[src/common/arcc_defs.vh]
// Purpose : constants for the converter reference and coding control block
// Assumes : APB word-aligned register map, 100 MHz REF_CLK
// Notes   : included by the control block and its level filter
`ifndef ARCC_DEFS_VH
`define ARCC_DEFS_VH

// register byte offsets
`define ARCC_CFG_OFF      12'h000
`define ARCC_STAT_OFF     12'h004
`define ARCC_IRQ_OFF      12'h008
`define ARCC_MASK_OFF     12'h00C
`define ARCC_DATA_OFF     12'h010
`define ARCC_OFFS_OFF     12'h014
`define ARCC_FSC_OFF      12'h018
`define ARCC_GAIN_OFF     12'h01C

// configuration fields
`define ARCC_CFG_GAIN_LO  0
`define ARCC_CFG_GAIN_HI  2
`define ARCC_CFG_REFCH    3
`define ARCC_CFG_REFCHK   4
`define ARCC_CFG_UNIPOL   5
`define ARCC_CFG_BURN     6
`define ARCC_CFG_GPO0     7
`define ARCC_CFG_GPO1     8
`define ARCC_CFG_W        9
`define ARCC_CFG_RST      9'h000

// status bits
`define ARCC_ST_REFERENCE_MISSING_FLAG     0
`define ARCC_ST_ERR       1
`define ARCC_ST_RDY       2
`define ARCC_ST_GAINBAD   3

// interrupt event bits
`define ARCC_EV_DONE      0
`define ARCC_EV_REFERENCE_MISSING_FLAG     1
`define ARCC_EV_CALERR    2
`define ARCC_EV_W         3

// calibration coefficient reset values
`define ARCC_OFFS_RST     24'h800000
`define ARCC_FSC_RST      24'h500000

// calibration kinds on CAL_KIND
`define ARCC_CAL_OFFSET   1'b0
`define ARCC_CAL_FULL     1'b1

// detector input settling time and filter count
`define ARCC_SETTLE_NS    100
`define ARCC_CLK_NS       10
`define ARCC_SETTLE_CYC   ((`ARCC_SETTLE_NS + `ARCC_CLK_NS - 1) / `ARCC_CLK_NS)

`endif

[src/hw/arcc_ctrl.v]
// Purpose : gain, reference choice, reference check, result coding
// Assumes : analog comparators and modulator deliver synchronous levels
// Notes   : APB slave; one level interrupt from sticky events
`timescale 1ns/10ps
`include "arcc_defs.vh"

// Contract
// - gains 1, 8, 16, 32, 64, 128 chosen by a 3-bit gain code
// - one config bit chooses which reference pair is used
// - choice bit 1 makes second pair reference, else two outputs
// - reference check runs only while its enable bit is 1
// - flag set when selected reference is below 0.3 V
// - flag cleared above 0.6 V; between thresholds undefined
// - while flag active, conversion result forced to all ones
// - flag during calibration blocks coefficient update
// - calibration aborted by missing reference sets error flag
// - polarity bit selects unipolar or bipolar coding
// - unipolar: straight binary, zero input gives zeros
// - bipolar: offset binary, zero input gives one then zeros
// - result word is 24 bits wide
// - one enable switches both check currents onto selected pair
module arcc_ctrl #(
  parameter DW = 24
) (
  // clock and reset
  input  wire          REF_CLK,
  input  wire          RESET_N,
  // apb slave
  input  wire [11:0]   PADDR,
  input  wire          PSEL,
  input  wire          PENABLE,
  input  wire          PWRITE,
  input  wire [31:0]   PWDATA,
  output reg  [31:0]   PRDATA,
  output reg           PREADY,
  output reg           PSLVERR,
  // modulator result, signed two's complement
  input  wire [DW-1:0] RAW_DATA,
  input  wire          RAW_VALID,
  // calibration sequencer
  input  wire          CAL_ACTIVE,
  input  wire          CAL_KIND,
  input  wire [DW-1:0] CAL_COEF,
  input  wire          CAL_DONE,
  // reference comparators, per pair: below low, above high
  input  wire          REF1_BELOW_LOW,
  input  wire          REF1_ABOVE_HIGH,
  input  wire          REF2_BELOW_LOW,
  input  wire          REF2_ABOVE_HIGH,
  // analog controls
  output reg  [7:0]    GAIN_SETTING,
  output reg           REF_SECOND_SEL,
  output reg           REF2_AS_OUTPUT,
  output reg  [1:0]    GPO_LEVEL,
  output reg           BURN_ENABLE,
  // interrupt
  output reg           IRQ
);

  reg  [`ARCC_CFG_W-1:0] cfg_r;
  reg  [DW-1:0]          data_r;
  reg  [DW-1:0]          offs_r;
  reg  [DW-1:0]          fsc_r;
  reg                    err_r;
  reg                    rdy_r;
  reg                    cal_hit_r;
  reg  [`ARCC_EV_W-1:0]  irq_st_r;
  reg  [`ARCC_EV_W-1:0]  irq_mask_r;
  reg                    reference_missing_flag_r;
  reg                    reference_missing_flag_nxt;
  reg  [7:0]             gain_nxt;
  reg                    gain_bad;
  reg  [DW-1:0]          coded;
  reg  [`ARCC_EV_W-1:0]  ev;
  reg  [31:0]            rd_nxt;
  reg                    hit;
  wire                   wr_en;
  wire                   rd_en;
  wire                   low_sel;
  wire                   high_sel;
  wire                   low_f;
  wire                   high_f;
  wire [2:0]             gcode;
  wire                   acc_first;
  wire                   sel_cfg;
  wire                   sel_irq;
  wire                   sel_mask;
  wire                   sel_data;
  wire                   sel_offs;
  wire                   sel_fsc;
  wire                   cal_end;
  wire [`ARCC_EV_W-1:0]  irq_clr;

  //----------------------------------------------------------------
  // apb decode
  //----------------------------------------------------------------
  // only the first access edge acts, so a write lands once
  assign acc_first = PSEL & PENABLE & ~PREADY;
  assign wr_en     = acc_first & PWRITE;
  assign rd_en     = acc_first & ~PWRITE;
  assign sel_cfg   = (PADDR == `ARCC_CFG_OFF);
  assign sel_irq   = (PADDR == `ARCC_IRQ_OFF);
  assign sel_mask  = (PADDR == `ARCC_MASK_OFF);
  assign sel_data  = (PADDR == `ARCC_DATA_OFF);
  assign sel_offs  = (PADDR == `ARCC_OFFS_OFF);
  assign sel_fsc   = (PADDR == `ARCC_FSC_OFF);
  assign irq_clr   = (wr_en & sel_irq) ? PWDATA[`ARCC_EV_W-1:0]
                                        : {`ARCC_EV_W{1'b0}};
  assign cal_end   = CAL_ACTIVE & CAL_DONE;
  assign gcode     = cfg_r[`ARCC_CFG_GAIN_HI:`ARCC_CFG_GAIN_LO];

  //----------------------------------------------------------------
  // gain table
  //----------------------------------------------------------------
  always @* begin
    gain_bad = 1'b0;
    case (gcode)
      3'h0:    gain_nxt = 8'h01;
      3'h3:    gain_nxt = 8'h08;
      3'h4:    gain_nxt = 8'h10;
      3'h5:    gain_nxt = 8'h20;
      3'h6:    gain_nxt = 8'h40;
      3'h7:    gain_nxt = 8'h80;
      default: begin
        gain_nxt = 8'h01;
        gain_bad = 1'b1;
      end
    endcase
  end

  //----------------------------------------------------------------
  // reference detect with hysteresis
  //----------------------------------------------------------------
  // comparators of the pair in use
  assign low_sel  = cfg_r[`ARCC_CFG_REFCH] ? REF2_BELOW_LOW
                                           : REF1_BELOW_LOW;
  assign high_sel = cfg_r[`ARCC_CFG_REFCH] ? REF2_ABOVE_HIGH
                                           : REF1_ABOVE_HIGH;

  arcc_level_filter #(
    .COUNT (`ARCC_SETTLE_CYC),
    .CW    (8)
  ) u_low_filt (
    .clk       (REF_CLK),
    .rst_n     (RESET_N),
    .enable    (cfg_r[`ARCC_CFG_REFCHK]),
    .level_in  (low_sel),
    .level_out (low_f)
  );

  arcc_level_filter #(
    .COUNT (`ARCC_SETTLE_CYC),
    .CW    (8)
  ) u_high_filt (
    .clk       (REF_CLK),
    .rst_n     (RESET_N),
    .enable    (cfg_r[`ARCC_CFG_REFCHK]),
    .level_in  (high_sel),
    .level_out (high_f)
  );

  always @* begin
    reference_missing_flag_nxt = reference_missing_flag_r;
    if (!cfg_r[`ARCC_CFG_REFCHK])
      reference_missing_flag_nxt = 1'b0;
    else if (low_f)
      reference_missing_flag_nxt = 1'b1;
    else if (high_f)
      reference_missing_flag_nxt = 1'b0;
  end

  //----------------------------------------------------------------
  // output coding
  //----------------------------------------------------------------
  always @* begin
    if (reference_missing_flag_r)
      coded = {DW{1'b1}};
    else if (cfg_r[`ARCC_CFG_UNIPOL])
      coded = RAW_DATA[DW-1] ? {DW{1'b0}}
                             : {RAW_DATA[DW-2:0], 1'b0};
    else
      coded = {~RAW_DATA[DW-1], RAW_DATA[DW-2:0]};
  end

  //----------------------------------------------------------------
  // events
  //----------------------------------------------------------------
  always @* begin
    ev = {`ARCC_EV_W{1'b0}};
    ev[`ARCC_EV_DONE]   = RAW_VALID & ~CAL_ACTIVE;
    ev[`ARCC_EV_REFERENCE_MISSING_FLAG]  = reference_missing_flag_nxt & ~reference_missing_flag_r;
    ev[`ARCC_EV_CALERR] = cal_end & (cal_hit_r | reference_missing_flag_r);
  end

  //----------------------------------------------------------------
  // state and registers
  //----------------------------------------------------------------
  // configuration and interrupt mask
  always @(posedge REF_CLK or negedge RESET_N) begin
    if (!RESET_N) begin
      cfg_r      <= `ARCC_CFG_RST;
      irq_mask_r <= {`ARCC_EV_W{1'b0}};
    end else begin
      if (wr_en && sel_cfg)
        cfg_r <= PWDATA[`ARCC_CFG_W-1:0];
      if (wr_en && sel_mask)
        irq_mask_r <= PWDATA[`ARCC_EV_W-1:0];
    end
  end

  // reference flag and sticky interrupt status
  always @(posedge REF_CLK or negedge RESET_N) begin
    if (!RESET_N) begin
      reference_missing_flag_r  <= 1'b0;
      irq_st_r <= {`ARCC_EV_W{1'b0}};
    end else begin
      reference_missing_flag_r  <= reference_missing_flag_nxt;
      // set wins over write-one-to-clear
      irq_st_r <= (irq_st_r & ~irq_clr) | ev;
    end
  end

  // result register; a new result beats the clearing read
  always @(posedge REF_CLK or negedge RESET_N) begin
    if (!RESET_N) begin
      data_r <= {DW{1'b0}};
      rdy_r  <= 1'b0;
    end else if (RAW_VALID && !CAL_ACTIVE) begin
      data_r <= coded;
      rdy_r  <= 1'b1;
    end else if (rd_en && sel_data) begin
      rdy_r <= 1'b0;
    end
  end

  // calibration coefficients and error flag
  always @(posedge REF_CLK or negedge RESET_N) begin
    if (!RESET_N) begin
      offs_r    <= `ARCC_OFFS_RST;
      fsc_r     <= `ARCC_FSC_RST;
      err_r     <= 1'b0;
      cal_hit_r <= 1'b0;
    end else begin
      // remember any missing reference seen in a calibration
      if (!CAL_ACTIVE)
        cal_hit_r <= 1'b0;
      else if (reference_missing_flag_r)
        cal_hit_r <= 1'b1;
      if (cal_end) begin
        if (cal_hit_r || reference_missing_flag_r) begin
          err_r <= 1'b1;
        end else begin
          err_r <= 1'b0;
          if (CAL_KIND == `ARCC_CAL_OFFSET)
            offs_r <= CAL_COEF;
          else
            fsc_r  <= CAL_COEF;
        end
      end else if (wr_en && sel_offs) begin
        offs_r <= PWDATA[DW-1:0];
      end else if (wr_en && sel_fsc) begin
        fsc_r <= PWDATA[DW-1:0];
      end
    end
  end

  //----------------------------------------------------------------
  // apb read and answer
  //----------------------------------------------------------------
  always @* begin
    rd_nxt = 32'h00000000;
    hit    = 1'b1;
    case (PADDR)
      `ARCC_CFG_OFF:  rd_nxt[`ARCC_CFG_W-1:0] = cfg_r;
      `ARCC_STAT_OFF: begin
        rd_nxt[`ARCC_ST_REFERENCE_MISSING_FLAG]   = reference_missing_flag_r;
        rd_nxt[`ARCC_ST_ERR]     = err_r;
        rd_nxt[`ARCC_ST_RDY]     = rdy_r;
        rd_nxt[`ARCC_ST_GAINBAD] = gain_bad;
      end
      `ARCC_IRQ_OFF:  rd_nxt[`ARCC_EV_W-1:0] = irq_st_r;
      `ARCC_MASK_OFF: rd_nxt[`ARCC_EV_W-1:0] = irq_mask_r;
      `ARCC_DATA_OFF: rd_nxt[DW-1:0] = data_r;
      `ARCC_OFFS_OFF: rd_nxt[DW-1:0] = offs_r;
      `ARCC_FSC_OFF:  rd_nxt[DW-1:0] = fsc_r;
      `ARCC_GAIN_OFF: rd_nxt[7:0] = gain_nxt;
      default:        hit = 1'b0;
    endcase
  end

  // single wait state: answer in the first access cycle's next edge
  always @(posedge REF_CLK or negedge RESET_N) begin
    if (!RESET_N) begin
      PRDATA  <= 32'h00000000;
      PREADY  <= 1'b0;
      PSLVERR <= 1'b0;
    end else if (PSEL && PENABLE && !PREADY) begin
      PRDATA  <= PWRITE ? 32'h00000000 : rd_nxt;
      PREADY  <= 1'b1;
      PSLVERR <= ~hit;
    end else begin
      PREADY  <= 1'b0;
      PSLVERR <= 1'b0;
    end
  end

  //----------------------------------------------------------------
  // analog control outputs and interrupt
  //----------------------------------------------------------------
  always @(posedge REF_CLK or negedge RESET_N) begin
    if (!RESET_N) begin
      GAIN_SETTING   <= 8'h01;
      REF_SECOND_SEL <= 1'b0;
      REF2_AS_OUTPUT <= 1'b1;
      GPO_LEVEL      <= 2'h0;
      BURN_ENABLE    <= 1'b0;
      IRQ            <= 1'b0;
    end else begin
      GAIN_SETTING   <= gain_nxt;
      REF_SECOND_SEL <= cfg_r[`ARCC_CFG_REFCH];
      REF2_AS_OUTPUT <= ~cfg_r[`ARCC_CFG_REFCH];
      GPO_LEVEL      <= cfg_r[`ARCC_CFG_REFCH] ? 2'h0 :
                        {cfg_r[`ARCC_CFG_GPO1],
                         cfg_r[`ARCC_CFG_GPO0]};
      BURN_ENABLE    <= cfg_r[`ARCC_CFG_BURN];
      IRQ            <= |(irq_st_r & irq_mask_r);
    end
  end

endmodule

[src/hw/arcc_level_filter.v]
// Purpose : debounce of a comparator level into a stable flag
// Assumes : input synchronous to clk
// Notes   : flag follows input after COUNT equal samples
`timescale 1ns/10ps
`include "arcc_defs.vh"

module arcc_level_filter #(
  parameter COUNT = `ARCC_SETTLE_CYC,
  parameter CW    = 8
) (
  // clock and reset
  input  wire clk,
  input  wire rst_n,
  // level
  input  wire enable,
  input  wire level_in,
  output reg  level_out
);

  reg [CW-1:0] cnt_r;

  always @(posedge clk or negedge rst_n) begin
    if (!rst_n) begin
      cnt_r     <= {CW{1'b0}};
      level_out <= 1'b0;
    end else if (!enable) begin
      cnt_r     <= {CW{1'b0}};
      level_out <= 1'b0;
    end else if (level_in == level_out) begin
      cnt_r <= {CW{1'b0}};
    end else if (cnt_r == COUNT[CW-1:0] - 1'b1) begin
      cnt_r     <= {CW{1'b0}};
      level_out <= level_in;
    end else begin
      cnt_r <= cnt_r + 1'b1;
    end
  end

endmodule

[config.mk]
export PLATFORM = sky130hd
export DESIGN_NAME = arcc_ctrl
export DESIGN_NICKNAME = d
export VERILOG_FILES = /design/src/hw/arcc_ctrl.v /design/src/hw/arcc_level_filter.v
export VERILOG_INCLUDE_DIRS = /design/src /design/src/common
export SDC_FILE = /design/constraint.sdc
export NUM_CORES = 1
export LEC_CHECK = 0
export BUFFER_PORTS_ARGS = -buffer_cell sky130_fd_sc_hd__buf_2
export CAP_MARGIN = 30
export CELL_PAD_IN_SITES_DETAIL_PLACEMENT = 0
export CELL_PAD_IN_SITES_GLOBAL_PLACEMENT = 2
export CORE_MARGIN = 10
export CORE_UTILIZATION = 32
export DETAILED_ROUTE_END_ITERATION = 10
export MAX_ROUTING_LAYER = met4
export PLACE_DENSITY_LB_ADDON = 0.2
export SLEW_MARGIN = 20
export SYNTH_ARGS = -nofsm -noshare
export SYNTH_HDL_FRONTEND = slang
export SYNTH_SLANG_ARGS = --single-unit
[constraint.sdc]
create_clock -name REF_CLK -period 3 [get_ports REF_CLK]
set_clock_uncertainty 0.15 [all_clocks]
set_input_delay 0.45 -clock REF_CLK [delete_from_list [all_inputs] [get_ports REF_CLK]]
set_output_delay 0.45 -clock REF_CLK [all_outputs]
set_load 0.05 [all_outputs]
==> flow_summary.toml <==
[logic_synthesis]
synth.avg_cell_area_sq_um = 9.75
async_reset_ff_frac = 1.00
yosys.area_share.adder = 0.00862
syn_area_sq_um = 6970
synth_compound_area_frac = 0.200
synth-edff-count = 0
synthXorXnorAreaFrac = 0.0189
ys.flop_type = "dfrtp_1"
synthCells = 715
synth_warnings = 0
synth_top_family_by_area = "compound AO/OA/AOI/OAI gates"
yosysUniqueCellTypes = 62
synth-seq-cells = 147
synth_mux_area_frac = 0.0375
seq_area_frac_synth = 0.529
yosys.area_share.simple = 0.150

[global_routing]
antenna_found_initial = 2
grt_pass1_vias = 6260
grt_max_degree = 64
overflow = 0
grt_usage = 0.168
grt_pass1_wl_mm = 36.0

[sta]
hold_violations = 0
finalCritPeriodShare = 0.734
rsz0062_at_grt = "no"
setup_tns_ps = 0
drv_slew = 0
worst_slew_pin_slew_ps = 774
min_period_ps = 2200
timing.fmax_mhz = 454
slew_headroom = 0.482
setup_viol = 0

[floorplan]
die_area_sq_um = 28100
rows = 53
die_x_um = 168
core-area_sq_um = 21200
initial_core_util = 0.328
io_pins = 153
dieHeight_um = 168

[cts]
ctsResizeCount = 0
numCtsBuffers = 17
numClockSinks = 147
path_clk_slew_ps = 60
cts-root-buf = "clkbuf_16"
cts_tree = "yes"
post_cts_buffers = 0
clockBufferDepth = 2
clk_latency_ps = 430
cts_max_level = 4

[setup_path]
critPathLaunchType = "flip-flop"
required_ps = 3150
worstPathMaxFanout = 24
worstSetupEndpointType = "flip-flop"
r2r_cells = 7
r2r-end = "fsc_r[12]$_DFFE_PN0P_"
critPathArrivalTime_ps = 2350
r2r_start = "PREADY$_DFF_PN0_"
ff2ff_setup_slack_ps = 800
path_class = "reg -> reg"

[layout]
regArea_sq_um = 3680
fillers = 2167
fin_area_sq_um = 8530
final_common_cell = "dfrtp_1"
layout-drive-gt1-share = 0.278
mostFrequentLayoutCells = "dfrtp_1 (142), buf_2 (133), nor2_1 (86)"
syn_to_final_growth_pct = 22.5
nNetsFinal = 959
multi_input_area_sq_um = 2940

[min_path]
timing.hold.worst_path_depth = 3
hp-class = "in -> reg"
min_to = "cfg_r[3]$_DFFE_PN0P_"
worstHoldStart = "PWDATA[3]"

[place]
dp_hpwl_mm = 16.7
placed_area_sq_um = 7980
place_congestion = 0.852
io_buffers = 134

[drt]
wire_per_inst_um = 20.2
detailroute.via_count = 5915
first_pass_iters = 5
drtAntennaViolNets = 0
drc = 0
wl_mm = 23.1
drt_iter0_drc = 350
viasPerCell = 5.19

[flow_run]
max-cap-violations = 0

[outcome]
status = "finished clean"

[power]
p_leak_nw = 3.89
p_per_area_nw_per_um2 = 554
ir_worst_vdd_mv = 0.312
## cells in the mapped netlist, drive strengths merged, types with 6 or more instances
master,number,area share
nand3,15,0.011
mux2i,7,0.010
xnor2,8,0.010
clkbuf,36,0.019
nor2,86,0.046
o31ai,6,0.0065
mux2,11,0.018
a22oi,17,0.018
o22ai,48,0.043
nand2,85,0.047
o21ai,63,0.045
dfrtp,142,0.51
a21oi,34,0.035
a221oi,23,0.029
buf,17,0.018
nand4,7,0.0063
xor2,7,0.0088
inv,34,0.018
## area by class of cell
type,count,share of cell area
antenna,2,0.000586
multi-input combinational,489,0.344
sequential,147,0.432
clock inverter,14,0.0135
inverter,35,0.0154
timing repair buffer,160,0.104
tap,275,0.0403
clock buffer,18,0.0503
## kinds of logic after synthesis
group | after synthesis
and+or+nand+nor | 228
AOI/OAI and AO/OA | 210
DFF | 147
buffers and inverters | 88
muxes | 21
xor gates and xnor gates | 15
adders and majority gates | 5
other | 1
## critical path, cell delays in order, from the launching register on
cell and delay [ps]:
dfrtp_1 390, nand3b_1 190, inv_1 210, nand3_1 150, or4_1 450, buf_4 260, o22ai_1 220, a21oi_2 40
## how the worst max path moves through the flow
stage,startpoint,to,slack (ps)
3_5_place_dp,PADDR[2],irq_st_r[0]$_DFF_PN0_,420
6_report,PREADY$_DFF_PN0_,fsc_r[12]$_DFFE_PN0P_,800
2_1_floorplan,PREADY$_DFF_PN0_,cfg_r[4]$_DFFE_PN0P_,520
5_1_grt,PADDR[2],PRDATA[18]$_DFFE_PN0P_,700
4_1_cts,PREADY$_DFF_PN0_,fsc_r[12]$_DFFE_PN0P_,820
3_3_place_gp,PADDR[2],irq_st_r[0]$_DFF_PN0_,420
## flip-flops by register name (all words and copies together), names as in the netlist, 2 cells and up
register	flops
PRDATA	24
data_r	24
fsc_r	24
offs_r	24
cfg_r	9
u_high_filt.cnt_r	8
u_low_filt.cnt_r	8
GAIN_SETTING	6
irq_mask_r	3
irq_st_r	3
GPO_LEVEL	2
## repair_timing
item,in CTS,in global routing
endpoints found under the hold margin,41,0
endpoints found under the setup margin,0,0
hold buffers,1,0
## metal layers
layer | global-route usage | part of all wire | vias to the layer above
met1 | 0.225 | 0.48 | 2906
met3 | 0.0382 | 0.053 | 19
li1 | - | - | 2806
met5 | - | 0 | -
met2 | 0.250 | 0.45 | 184
met4 | 0.0454 | 0.011 | 0
## per-stage QoR
step	total power [W]	instances	hold WS (ps)	utilization	setup WS (ps)
5_1_grt	0.00494	1140	140	0.402	702
2_1_floorplan	0.00255	724	4.41	-	520
3_5_place_dp	0.00279	1105	250	0.376	423
4_1_cts	0.00477	1138	107	0.402	822
6_report	0.00473	1140	114	0.402	798
3_3_place_gp	0.00277	1105	252	0.376	421
## power by group
group | switching, W | internal [W] | leakage, nW
sequential | 0.0000795 | 0.00214 | 1.84
clock | 0.000844 | 0.00113 | 0.258
combinational | 0.000339 | 0.000192 | 1.79
total | 0.00126 | 0.00346 | 3.89
Note: power is estimated with default switching activity, not from simulation.
